File: src/design/trim_map.svh
// Field layout, selection codes and timing figures of the pin-programmed trim logic.
// Assumes one 30-bit fuse/trial vector holding every trim register side by side.
`ifndef TRIM_MAP_SVH
`define TRIM_MAP_SVH
`define TRIM_FUSE_W         30
`define TRIM_QC_LSB         0
`define TRIM_QC_W           2
`define TRIM_QF_LSB         2
`define TRIM_QF_W           9
`define TRIM_GC_LSB         11
`define TRIM_GC_W           2
`define TRIM_GF_LSB         13
`define TRIM_GF_W           8
`define TRIM_TC_LSB         21
`define TRIM_TC_W           5
`define TRIM_CL_LSB         26
`define TRIM_CL_W           2
`define TRIM_POL_LSB        28
`define TRIM_POL_W          1
`define TRIM_LOCK_LSB       29
`define TRIM_LOCK_W         1
`define TRIM_FIELD_MAX_W    9
`define TRIM_COARSE_LAST    9'h002
`define TRIM_TC_ALIAS_BIT   3
`define TRIM_TC_UNUSED_LO   5'h0C
`define TRIM_TC_UNUSED_HI   5'h1C
`define TRIM_MODE_CNT_ZERO  2'h0
`define TRIM_CLK_PERIOD_NS  40
`define TRIM_T_PHE_NS       20000
`define TRIM_T_PMA_NS       6000
`define TRIM_T_PLA_NS       6000
`define TRIM_QUAL_CNT_W     10
`endif

File: src/design/trim_pkg.sv
// Types shared by the trim programming logic.
// Assumes trim_map.svh sits beside this file.
`include "trim_map.svh"
package trim_pkg;
  typedef enum logic [1:0] {LVL_LOW = 2'b00, LVL_MID = 2'b01, LVL_HIGH = 2'b10} pin_level_t;
  typedef enum logic [1:0] {
    ST_INITIAL = 2'b00, ST_MODE_SEL = 2'b01, ST_REG_SEL = 2'b10, ST_BIT_SEL = 2'b11
  } prog_state_t;
  typedef enum logic [1:0] {
    MODE_NONE = 2'b00, MODE_TRIAL = 2'b01, MODE_BURN = 2'b10, MODE_SEAL = 2'b11
  } prog_mode_t;
  typedef enum logic [2:0] {
    REG_QC = 3'b000, REG_QF = 3'b001, REG_GC = 3'b010, REG_GF = 3'b011,
    REG_TC = 3'b100, REG_CL = 3'b101, REG_POL = 3'b110, REG_LOCK = 3'b111
  } trim_reg_t;
  typedef enum logic [1:0] {Q_MID = 2'b00, Q_LOW = 2'b01, Q_HIGH = 2'b10} quiescent_range_t;
  typedef enum logic [1:0] {G_LOW = 2'b00, G_MID = 2'b01, G_HIGH = 2'b10} gain_range_t;
  typedef enum logic [1:0] {
    CLAMP_NONE = 2'b00, CLAMP_HALF_V = 2'b01, CLAMP_ONE_V = 2'b10
  } output_clamp_level_t;
  typedef struct packed {
    logic state_change;
    logic increment;
  } pin_event_t;
  typedef struct packed {
    quiescent_range_t                 quiescent_coarse_range;
    logic [`TRIM_QF_W-1:0]            quiescent_fine_step;
    gain_range_t                      gain_coarse_range;
    logic [`TRIM_GF_W-1:0]            gain_fine_step;
    logic [`TRIM_TC_W-1:0]            temp_coefficient_code;
    output_clamp_level_t              output_clamp_select;
    logic                             output_polarity;
    logic                             programming_seal;
  } trim_out_t;
endpackage : trim_pkg

File: src/design/pin_level_qualifier.sv
// Turns the two level comparators on the output program pin into single events.
// Assumes comparator outputs are synchronous to i_sys_clk.
`timescale 1ns/1ps
`include "trim_map.svh"
module pin_level_qualifier #(
  parameter int HIGH_MIN = 500,
  parameter int MID_MIN  = 150,
  parameter int LOW_MIN  = 150
) (
  input  wire logic                  i_sys_clk,
  input  wire logic                  i_rst_n,
  input  wire logic                  i_pin_high,
  input  wire logic                  i_pin_low,
  output trim_pkg::pin_event_t       o_event
);
  typedef struct packed {
    trim_pkg::pin_level_t          raw_prev;
    trim_pkg::pin_level_t          qual;
    logic [`TRIM_QUAL_CNT_W-1:0]   cnt;
    trim_pkg::pin_event_t          ev;
  } qual_state_t;
  qual_state_t          cur;
  qual_state_t          next_cur;
  trim_pkg::pin_level_t raw;
  logic [`TRIM_QUAL_CNT_W-1:0] need;
  always_comb begin
    if (i_pin_high) raw = trim_pkg::LVL_HIGH;
    else if (i_pin_low) raw = trim_pkg::LVL_LOW;
    else raw = trim_pkg::LVL_MID;
    unique case (raw)
      trim_pkg::LVL_HIGH: need = `TRIM_QUAL_CNT_W'(HIGH_MIN - 1);
      trim_pkg::LVL_MID:  need = `TRIM_QUAL_CNT_W'(MID_MIN - 1);
      default:            need = `TRIM_QUAL_CNT_W'(LOW_MIN - 1);
    endcase
    next_cur          = cur;
    next_cur.raw_prev = raw;
    next_cur.ev       = '0;
    if (raw != cur.raw_prev) next_cur.cnt = '0;
    else if (cur.cnt != '1) next_cur.cnt = cur.cnt + 1'b1;
    // A level counts only once it has stood its minimum time, so glitches make no event
    if (raw == cur.raw_prev && cur.cnt >= need && raw != cur.qual) begin
      next_cur.qual            = raw;
      next_cur.ev.state_change = (raw == trim_pkg::LVL_HIGH);
      next_cur.ev.increment    = (raw == trim_pkg::LVL_LOW) &&
                                 (cur.qual == trim_pkg::LVL_MID);
    end
  end
  always_ff @(posedge i_sys_clk) begin
    if (!i_rst_n) begin
      cur <= '{raw_prev: trim_pkg::LVL_LOW, qual: trim_pkg::LVL_LOW, cnt: '0, ev: '0};
    end else begin
      cur <= next_cur;
    end
  end
  assign o_event = cur.ev;
endmodule : pin_level_qualifier

File: src/design/trim_code_decode.sv
// Decodes the effective trim vector into the values the analog trims use.
// Assumes the vector already merges trial bits with blown fuses.
`timescale 1ns/1ps
`include "trim_map.svh"
module trim_code_decode (
  input  wire logic [`TRIM_FUSE_W-1:0] i_value,
  output trim_pkg::trim_out_t          o_trim
);
  logic [`TRIM_QC_W-1:0] qc;
  logic [`TRIM_GC_W-1:0] gc;
  logic [`TRIM_CL_W-1:0] cl;
  logic [`TRIM_TC_W-1:0] tc;
  always_comb begin
    qc = i_value[`TRIM_QC_LSB +: `TRIM_QC_W];
    gc = i_value[`TRIM_GC_LSB +: `TRIM_GC_W];
    cl = i_value[`TRIM_CL_LSB +: `TRIM_CL_W];
    tc = i_value[`TRIM_TC_LSB +: `TRIM_TC_W];
    // Code 3 only arises from blown fuses; it behaves as the wrapped code 0
    o_trim.quiescent_coarse_range = (qc == 2'h3) ? trim_pkg::Q_MID
                                                 : trim_pkg::quiescent_range_t'(qc);
    o_trim.quiescent_fine_step    = i_value[`TRIM_QF_LSB +: `TRIM_QF_W];
    o_trim.gain_coarse_range      = (gc == 2'h3) ? trim_pkg::G_LOW
                                                 : trim_pkg::gain_range_t'(gc);
    o_trim.gain_fine_step         = i_value[`TRIM_GF_LSB +: `TRIM_GF_W];
    o_trim.output_clamp_select    = (cl == 2'h3) ? trim_pkg::CLAMP_NONE
                                                 : trim_pkg::output_clamp_level_t'(cl);
    o_trim.output_polarity        = i_value[`TRIM_POL_LSB];
    o_trim.programming_seal       = i_value[`TRIM_LOCK_LSB];
    o_trim.temp_coefficient_code  = tc;
    if ((tc & `TRIM_TC_UNUSED_HI) == `TRIM_TC_UNUSED_LO ||
        (tc & `TRIM_TC_UNUSED_HI) == `TRIM_TC_UNUSED_HI) begin
      o_trim.temp_coefficient_code[`TRIM_TC_ALIAS_BIT] = 1'b0;
    end
  end
endmodule : trim_code_decode

File: src/design/trim_program_ctrl.sv
// Pin-programmed trim controller: state machine, trial registers, fuse blow requests.
// Assumes comparators classify the program pin and a fuse array reports blown bits.
`timescale 1ns/1ps
`include "trim_map.svh"
module trim_program_ctrl #(
  parameter int HIGH_MIN_CYC = (`TRIM_T_PHE_NS + `TRIM_CLK_PERIOD_NS - 1) / `TRIM_CLK_PERIOD_NS,
  parameter int MID_MIN_CYC  = (`TRIM_T_PMA_NS + `TRIM_CLK_PERIOD_NS - 1) / `TRIM_CLK_PERIOD_NS,
  parameter int LOW_MIN_CYC  = (`TRIM_T_PLA_NS + `TRIM_CLK_PERIOD_NS - 1) / `TRIM_CLK_PERIOD_NS
) (
  input  wire logic                    i_sys_clk,
  input  wire logic                    i_rst_n,
  input  wire logic                    i_pin_high,
  input  wire logic                    i_pin_low,
  input  wire logic [`TRIM_FUSE_W-1:0] i_fuse_blown,
  output trim_pkg::trim_out_t          o_trim,
  output logic                         o_blow_strobe,
  output logic [`TRIM_FUSE_W-1:0]      o_blow_mask,
  output trim_pkg::prog_state_t        o_prog_state,
  output trim_pkg::prog_mode_t         o_prog_mode,
  output trim_pkg::trim_reg_t          o_reg_sel,
  output logic                         o_locked
);

  typedef struct packed {
    trim_pkg::prog_state_t       st;
    trim_pkg::prog_mode_t        mode;
    logic [1:0]                  mode_cnt;
    trim_pkg::trim_reg_t         reg_sel;
    logic [`TRIM_FUSE_W-1:0]     trial;
    logic                        blow;
    logic [`TRIM_FUSE_W-1:0]     blow_mask;
    logic                        locked;
    trim_pkg::trim_out_t         trim;
  } ctrl_state_t;

  ctrl_state_t              cur;
  ctrl_state_t              next_cur;
  trim_pkg::pin_event_t     pin_ev;
  trim_pkg::trim_out_t      decoded;
  logic [`TRIM_FUSE_W-1:0]  effective;

  // Field position of a register inside the trial and fuse vectors
  function automatic logic [4:0] field_lsb(input trim_pkg::trim_reg_t r);
    unique case (r)
      trim_pkg::REG_QC:   field_lsb = 5'(`TRIM_QC_LSB);
      trim_pkg::REG_QF:   field_lsb = 5'(`TRIM_QF_LSB);
      trim_pkg::REG_GC:   field_lsb = 5'(`TRIM_GC_LSB);
      trim_pkg::REG_GF:   field_lsb = 5'(`TRIM_GF_LSB);
      trim_pkg::REG_TC:   field_lsb = 5'(`TRIM_TC_LSB);
      trim_pkg::REG_CL:   field_lsb = 5'(`TRIM_CL_LSB);
      trim_pkg::REG_POL:  field_lsb = 5'(`TRIM_POL_LSB);
      trim_pkg::REG_LOCK: field_lsb = 5'(`TRIM_LOCK_LSB);
    endcase
  endfunction : field_lsb

  // Width of a register in bits
  function automatic logic [3:0] field_width(input trim_pkg::trim_reg_t r);
    unique case (r)
      trim_pkg::REG_QC:   field_width = 4'(`TRIM_QC_W);
      trim_pkg::REG_QF:   field_width = 4'(`TRIM_QF_W);
      trim_pkg::REG_GC:   field_width = 4'(`TRIM_GC_W);
      trim_pkg::REG_GF:   field_width = 4'(`TRIM_GF_W);
      trim_pkg::REG_TC:   field_width = 4'(`TRIM_TC_W);
      trim_pkg::REG_CL:   field_width = 4'(`TRIM_CL_W);
      trim_pkg::REG_POL:  field_width = 4'(`TRIM_POL_W);
      trim_pkg::REG_LOCK: field_width = 4'(`TRIM_LOCK_W);
    endcase
  endfunction : field_width

  // Mask of a register placed at its position in the vector
  function automatic logic [`TRIM_FUSE_W-1:0] field_mask(input trim_pkg::trim_reg_t r);
    logic [`TRIM_FUSE_W-1:0] ones;
    ones       = (`TRIM_FUSE_W'(1) << field_width(r)) - `TRIM_FUSE_W'(1);
    field_mask = ones << field_lsb(r);
  endfunction : field_mask

  // Coarse range and clamp registers skip code 3 and wrap straight to 0
  function automatic logic is_coarse(input trim_pkg::trim_reg_t r);
    is_coarse = (r == trim_pkg::REG_QC) || (r == trim_pkg::REG_GC) ||
                (r == trim_pkg::REG_CL);
  endfunction : is_coarse

  // Trial vector with the selected register counted up by one, wrapping at its width, or after code 2 for coarse and clamp registers
  function automatic logic [`TRIM_FUSE_W-1:0] field_increment(
    input logic [`TRIM_FUSE_W-1:0] v,
    input trim_pkg::trim_reg_t     r
  );
    logic [`TRIM_FUSE_W-1:0]     mask;
    logic [`TRIM_FIELD_MAX_W-1:0] val;
    logic [`TRIM_FIELD_MAX_W-1:0] nxt;
    mask = field_mask(r);
    val  = `TRIM_FIELD_MAX_W'((v & mask) >> field_lsb(r));
    if (is_coarse(r) && val == `TRIM_COARSE_LAST) begin
      nxt = '0;
    end else begin
      nxt = val + 1'b1;
    end
    field_increment = (v & ~mask) | ((`TRIM_FUSE_W'(nxt) << field_lsb(r)) & mask);
  endfunction : field_increment

  pin_level_qualifier #(
    .HIGH_MIN (HIGH_MIN_CYC),
    .MID_MIN  (MID_MIN_CYC),
    .LOW_MIN  (LOW_MIN_CYC)
  ) u_qualifier (
    .i_sys_clk  (i_sys_clk),
    .i_rst_n    (i_rst_n),
    .i_pin_high (i_pin_high),
    .i_pin_low  (i_pin_low),
    .o_event    (pin_ev)
  );

  // Blown fuses read as one whatever the trial bits hold
  assign effective = cur.trial | i_fuse_blown;

  trim_code_decode u_decode (
    .i_value (effective),
    .o_trim  (decoded)
  );

  always_comb begin
    next_cur        = cur;
    next_cur.blow   = 1'b0;
    next_cur.locked = i_fuse_blown[`TRIM_LOCK_LSB];
    // Decoded trims follow the trial bits one cycle later, so a pulse shows two cycles after its event
    next_cur.trim   = decoded;
    if (cur.locked) begin
      // Sealed part: pulses change nothing, the controller parks in its initial state
      next_cur.st = trim_pkg::ST_INITIAL;
    end else begin
      unique case (cur.st)
        trim_pkg::ST_INITIAL: begin
          if (pin_ev.state_change) begin
            next_cur.st       = trim_pkg::ST_MODE_SEL;
            next_cur.mode_cnt = `TRIM_MODE_CNT_ZERO;
          end
        end
        trim_pkg::ST_MODE_SEL: begin
          if (pin_ev.increment) begin
            next_cur.mode_cnt = cur.mode_cnt + 1'b1;
          end else if (pin_ev.state_change && cur.mode_cnt != `TRIM_MODE_CNT_ZERO) begin
            next_cur.mode = trim_pkg::prog_mode_t'(cur.mode_cnt);
            if (trim_pkg::prog_mode_t'(cur.mode_cnt) == trim_pkg::MODE_SEAL) begin
              // Sealing needs no register choice; the lock bit is the only target
              next_cur.st      = trim_pkg::ST_BIT_SEL;
              next_cur.reg_sel = trim_pkg::REG_LOCK;
              next_cur.trial   = cur.trial & ~field_mask(trim_pkg::REG_LOCK);
            end else begin
              next_cur.st      = trim_pkg::ST_REG_SEL;
              next_cur.reg_sel = trim_pkg::REG_QC;
            end
          end
        end
        trim_pkg::ST_REG_SEL: begin
          if (pin_ev.increment) begin
            if (cur.reg_sel == trim_pkg::REG_POL) begin
              next_cur.reg_sel = trim_pkg::REG_QC;
            end else begin
              next_cur.reg_sel = trim_pkg::trim_reg_t'(cur.reg_sel + 3'h1);
            end
          end else if (pin_ev.state_change) begin
            next_cur.st    = trim_pkg::ST_BIT_SEL;
            next_cur.trial = cur.trial & ~field_mask(cur.reg_sel);
          end
        end
        trim_pkg::ST_BIT_SEL: begin
          if (pin_ev.increment) begin
            next_cur.trial = field_increment(cur.trial, cur.reg_sel);
          end else if (pin_ev.state_change) begin
            next_cur.st       = trim_pkg::ST_MODE_SEL;
            next_cur.mode_cnt = `TRIM_MODE_CNT_ZERO;
            if (cur.mode != trim_pkg::MODE_TRIAL) begin
              // The mask keeps only the selected field; every set bit is requested
              next_cur.blow      = 1'b1;
              next_cur.blow_mask = cur.trial & field_mask(cur.reg_sel);
            end
          end
        end
      endcase
    end
  end

  always_ff @(posedge i_sys_clk) begin
    if (!i_rst_n) begin
      cur <= '{st:        trim_pkg::ST_INITIAL,
               mode:      trim_pkg::MODE_NONE,
               mode_cnt:  `TRIM_MODE_CNT_ZERO,
               reg_sel:   trim_pkg::REG_QC,
               trial:     '0,
               blow:      1'b0,
               blow_mask: '0,
               locked:    1'b0,
               trim:      '0};
    end else begin
      cur <= next_cur;
    end
  end

  assign o_trim        = cur.trim;
  assign o_blow_strobe = cur.blow;
  assign o_blow_mask   = cur.blow_mask;
  assign o_prog_state  = cur.st;
  assign o_prog_mode   = cur.mode;
  assign o_reg_sel     = cur.reg_sel;
  assign o_locked      = cur.locked;

endmodule : trim_program_ctrl

File: config.mk
export PLATFORM = sky130hd
export DESIGN_NAME = trim_program_ctrl
export DESIGN_NICKNAME = d
export VERILOG_FILES = /design/src/design/trim_pkg.sv /design/src/design/pin_level_qualifier.sv /design/src/design/trim_code_decode.sv /design/src/design/trim_program_ctrl.sv
export VERILOG_INCLUDE_DIRS = /design/src /design/src/design
export SDC_FILE = /design/constraint.sdc
export NUM_CORES = 1
export LEC_CHECK = 0
export ABC_AREA = 1
export BUFFER_PORTS_ARGS = -buffer_cell sky130_fd_sc_hd__buf_2
export CORE_UTILIZATION = 55
export DETAILED_ROUTE_END_ITERATION = 12
export GPL_ROUTABILITY_DRIVEN = 0
export PLACE_DENSITY = 0.75
export SLEW_MARGIN = 20
export SYNTH_ARGS = -nofsm -noshare
export SYNTH_HDL_FRONTEND = slang
export SYNTH_SLANG_ARGS = --single-unit
export TNS_END_PERCENT = 10
File: constraint.sdc
create_clock -name i_sys_clk -period 9.3 [get_ports i_sys_clk]
set_clock_uncertainty 0.1 [all_clocks]
set_input_delay 0.93 -clock i_sys_clk [delete_from_list [all_inputs] [get_ports i_sys_clk]]
set_output_delay 0.93 -clock i_sys_clk [all_outputs]
set_load 0.01 [all_outputs]
# Word level (Yosys, flattened, before mapping)
# Memories as Yosys holds them, arrays and structs flattened. A register that Yosys moved wholly into a read port is not among the register bits.
# Cells that the tools add are included.
# op_classes
addsub	7
order_cmp	1
n_eq_ne	29
n_shift	8
n_mux	77
n_bitwise	15
n_reduce_logical	31
# ops
cell	count
$and A30 B30 Y30	5
$mux W30	4
$mux W5	18
$pmux W30 S3	1
$shl A1 B4 Y30 const A	3
$shl A30 B5 Y30	3
$sub A30 B2 Y30 const B	3
$mux W33	2
$not A30 Y30	2
$or A30 B30 Y30	2
$mux W3	19
$mux W4	14
$mux W9	5
$mux W31	1
$shl A9 B5 Y30	1
$shr A30 B5 Y9	1
$mux W2	8
$reduce_and A5 Y1	3
$eq A2 B2 Y1 const B	7
$reduce_or A2 Y1	6
$add A10 B1 Y10 const B	1
$ge A10 B9 Y1	1
$ne A10 B10 Y1 const B	1
$ne A2 B1 Y1 const B	5
26 further kinds	52
# word_totals
register_bits	117
rom_bits	296
output_inout_bits	69
mem_count	8
# memory_table
memory	depth	word_bits	rd	rd_clocked_by_memory_dff	wr	line_no	text
(name not given)	8	5	1	1	0	trim_program_ctrl.sv:44	unique case (r)
(name not given)	8	5	1	1	0	trim_program_ctrl.sv:44	
(name not given)	8	5	1	1	0	trim_program_ctrl.sv:44	
(name not given)	8	5	1	1	0	trim_program_ctrl.sv:44	
(name not given)	8	5	1	1	0	trim_program_ctrl.sv:44	
(name not given)	8	4	1	1	0	trim_program_ctrl.sv:58	unique case (r)
2 more memories	-	-	-	-	-	-	

# Depth between registers and ports, before layout
# depth
word_depth	19
mapped_depth	38
depth_no_buf	36

# By module
# Synthesis repeated with hierarchy kept, for this count alone.
# hier_totals
hier_cells	1637
area_unflattened_um2	10109.7
# modules_own_cells
mod	n_inst	cells_each	area_per_inst_um2	seq_area_each_um2
trim_program_ctrl	1	1468	8918.6	2202.1
pin_level_qualifier	1	132	965.9	320.3
trim_code_decode	1	37	225.2	0.0

# Least setup slack after synthesis
# OpenSTA, ideal clock, no wires.
# synth_timing
kind	reg-to-reg
start	register with a tool-made name
end	register cur[73] in the netlist's numbering
arrival_ps	3680
t_required_ps	9065
slack_ps	5384
path_stages_with_launch	39
path_buffers	2
period_less_slack_ps	3916
cell_sequence	dfxtp_1 > buf_4 > inv_2 > nand2_1 > nor2_1 > inv_1 > ha_1 > buf_2 > inv_2 > a21oi_4 > nand2_1 > nand2_1 > nand3_1 > nand3_1 > nand3_1 > nand2_1 > nand2_1 > nand2_1 > [... 3 more ...] > nand2_1 > nand2_1 > a21oi_2 > nor2_4 > inv_2 > ha_1 > a21boi_0 > nand2_1 > nor2_1 > nand3_2 > nand3_1 > nand3_1 > nand3_1 > nand2_1 > nand3_1 > nand2_1 > nand2_1 > a21oi_1
# synth_lines
item	line_no	text
end signal: assignment	trim_program_ctrl.sv:185	cur <= '{st: trim_pkg::ST_INITIAL,
end signal: assignment	trim_program_ctrl.sv:195	cur <= next_cur;
end: declaration	trim_program_ctrl.sv:36	ctrl_state_t cur;

==> flow_metrics.py <==
metrics = {
    "outcome": {
        "status": "finished clean",
    },
    "die": {
        "dieHeight_um": 135,
        "coreArea_sq_mm": 0.0174,
        "dieArea_sq_mm": 0.0183,
        "die_w_um": 135,
        "rows": 48,
        "io_pins": 103,
        "initial_core_util_pct": 56.3,
    },
    "yosys": {
        "yosys.area_share.adder_pct": 2.56,
        "synth_top_flop_cell": "dfxtp_1",
        "synthSimpleGateAreaFrac_pct": 44.3,
        "syn_area_sq_mm": 0.00978,
        "synth_compound_area_share_pct": 13.1,
        "synth_edf_count": 0,
        "avgSynthCellArea_sq_um": 6.24,
        "seq_area_frac_synth_pct": 25.8,
        "synth_top_family_by_area": "simple AND/OR/NAND/NOR gates",
        "synth-xor-area-share_pct": 0.358,
        "yosysWarnings": 0,
        "ys_types": 47,
        "synthMuxAreaShare_pct": 0,
        "synth_cells": 1567,
        "synthArstFlopShare_pct": 0,
        "synth_fp_nets": 1621,
        "yosys_register_bits": 126,
    },
    "power": {
        "p_total_uw": 2240,
        "p_leak_uw": 0.00477,
        "powerDensity_mw_per_mm2": 216,
        "peakVddDrop_v": 0.000160,
    },
    "worst_setup_path": {
        "path_max_fanout": 61,
        "start_kind": "register",
        "crit_buf_inv": 4,
        "worstPathArrival_ns": 5.80,
        "critPathCaptureType": "register",
        "cp_slowest_cell": "buf_4",
        "crit_required_ns": 9.56,
        "crit_family": "simple AND/OR/NAND/NOR gates",
        "max_stage_delay_ns": 0.55,
        "cpMostUsedCell": "nand3_1",
        "path_class": "register to register",
    },
    "sta": {
        "timing.final.max_slew_violations": 0,
        "worst_pin_slew_ns": 0.889,
        "slew_headroom_pct": 40.4,
        "finalSetupViolCount": 0,
        "layout_setup_ws_ns": 3.76,
        "fin_crit_sh_pct": 59.6,
        "clock.fmax_ghz": 0.181,
        "finalSetupTns_ns": 0,
        "hold_slack_ns": 0.398,
        "hold_viol_final": 0,
        "finalCriticalPeriod_ns": 5.54,
        "rsz0062_at_grt": "false",
    },
    "drt": {
        "vias_per_cell": 6.17,
        "wl_um": 34100,
        "dr.pass1.iters": 11,
        "wl_per_cell_um": 19.0,
        "drt-initial-drc-count": 1659,
        "drtAntennaViolNets": 0,
        "num_vias": 11100,
        "post-route-drc-count": 0,
    },
    "grt": {
        "grt_pass1_vias": 9940,
        "grt_pass1_wl_um": 53200,
        "grt.total_usage_pct": 37.8,
        "antenna_found_initial": 0,
        "grt_max_degree": 64,
        "overflow": 0,
    },
    "placed_design": {
        "numPortBuffers": 102,
        "dpl_worst_slack_ns": 4.01,
        "dpl.hpwl_um": 24100,
    },
    "clock_tree": {
        "cts_num_sinks": 126,
        "clockBufferDepth": 2,
        "h-tree-depth": 4,
        "cts_hold_buf": 0,
        "cts_resized": 0,
        "clock-root-buffer": "clkbuf_16",
        "postCtsSetupBuffers": 0,
        "tritoncts.num_buffers": 17,
        "clk_pin_slew_worst_paths_ns": 0.06,
        "tritoncts": "built",
        "insertion_delay_ns": 0.44,
    },
    "cells_and_area": {
        "num-nets-final": 1609,
        "drive_above_1_share_pct": 16.0,
        "area_growth_pct": 6.25,
        "diodes": 0,
    },
    "min_path": {
        "min_from": "u_qualifier.cur[10]",
        "hold_path_class": "register to register",
    },
    "flow_run": {
        "drv_cap": 0,
    },
}
-- sequential cells by signal, indices dropped and copies added, names as in the netlist, named ones only --
register	cells
o_blow_mask	30
cur	32
o_blow_strobe	1
u_qualifier.o_event	2
u_qualifier.cur	14
o_prog_mode	2
o_locked	1
o_trim	30
o_prog_state	2
o_reg_sel	3
-- layout make-up --
cell class | instances | area (sq um)
fillers | 1706 | 6970
multi-input cells | 1168 | 5900
flip-flops and latches | 126 | 2530
repair buffers | 118 | 631
inverters | 124 | 468
clock buffers | 18 | 439
well taps | 225 | 282
clock inverters | 14 | 144
-- stage by stage --
stage                     std cells  area [sq um]  util, %
after global routing           1793         10400     59.8
after floorplan                1567          9780        -
final                          1793         10400     59.8
after detailed placement       1761          9800     56.5
after CTS                      1793         10400     59.8
after global placement         1761          9800     56.5
-- placed cells by master (no fill, tap or decap), drive strengths merged, types with 2 or more instances in the layout --
cell,instances
nand4,38
clkbuf,18
xor2,4
dfxtp,126
o21ai,106
ha,20
a41oi,3
buf,118
a21oi,95
clkinv,10
nor3,6
nand2,359
or4,3
o21bai,2
o211ai,8
a211oi,3
a31oi,6
o31ai,2
or2,5
nand3,363
clkinvlp,2
inv,125
nor2,137
-- per-layer routing --
metal	up-vias	part of all wire, %	GRT usage [%]
met1	4895	39	47.1
met3	176	14	13.5
met2	801	41	55.4
met4	0	6.5	23.7
li1	5187	-	-
met5	-	0	0
-- cell families (layout without fill, tap and decap cells) --
| group | after synthesis | after routing |
|---|---|---|
| and+or+nand+nor | 913 | 913 |
| buffers and inverters | 273 | 274 |
| AOI/OAI and AO/OA | 231 | 231 |
| DFF | 126 | 126 |
| adders and majority gates | 20 | 20 |
| xor gates and xnor gates | 4 | 4 |
-- synthesized netlist by cell type (all sizes together), types with 3 or more instances --
cell    instances  share of area (%)
nand4          38                2.4
or2             5               0.32
buf           124                8.1
xor2            4               0.36
clkbuf         25               0.96
a41oi           3               0.27
inv           117                4.5
clkinv          7               0.27
dfxtp         126                 26
a211oi          3               0.23
a21oi          95                5.2
or4             3               0.23
o211ai          8               0.67
a31oi           6               0.38
ha             20                2.6
nand3         363                 20
nand2         359                 15
nor2          137                5.9
o21ai         106                5.5
nor3            6               0.31
-- power by group --
| part | switching (uW) | internal (uW) |
|---|---|---|
| clock network | 282 | 384 |
| registers | 46.7 | 571 |
| logic | 704 | 254 |
-- worst min-delay path: cells and delay by family (launching register included) --
kind	cells	cell delay (ns)
AO/OA/AOI/OAI	1	0.06
flip-flops	1	0.32
buffers and inverters	1	0.07
-- worst paths after layout --
check                                           end  slack (ns)  cells after the start
worst max register to register              cur[83]        3.76                     30
worst max-delay path                        cur[83]        3.76                     30
worst min register to register  u_qualifier.cur[10]        0.40                      2
worst min-delay path            u_qualifier.cur[10]        0.40                      2
Note: power is estimated with default switching activity, not from simulation.
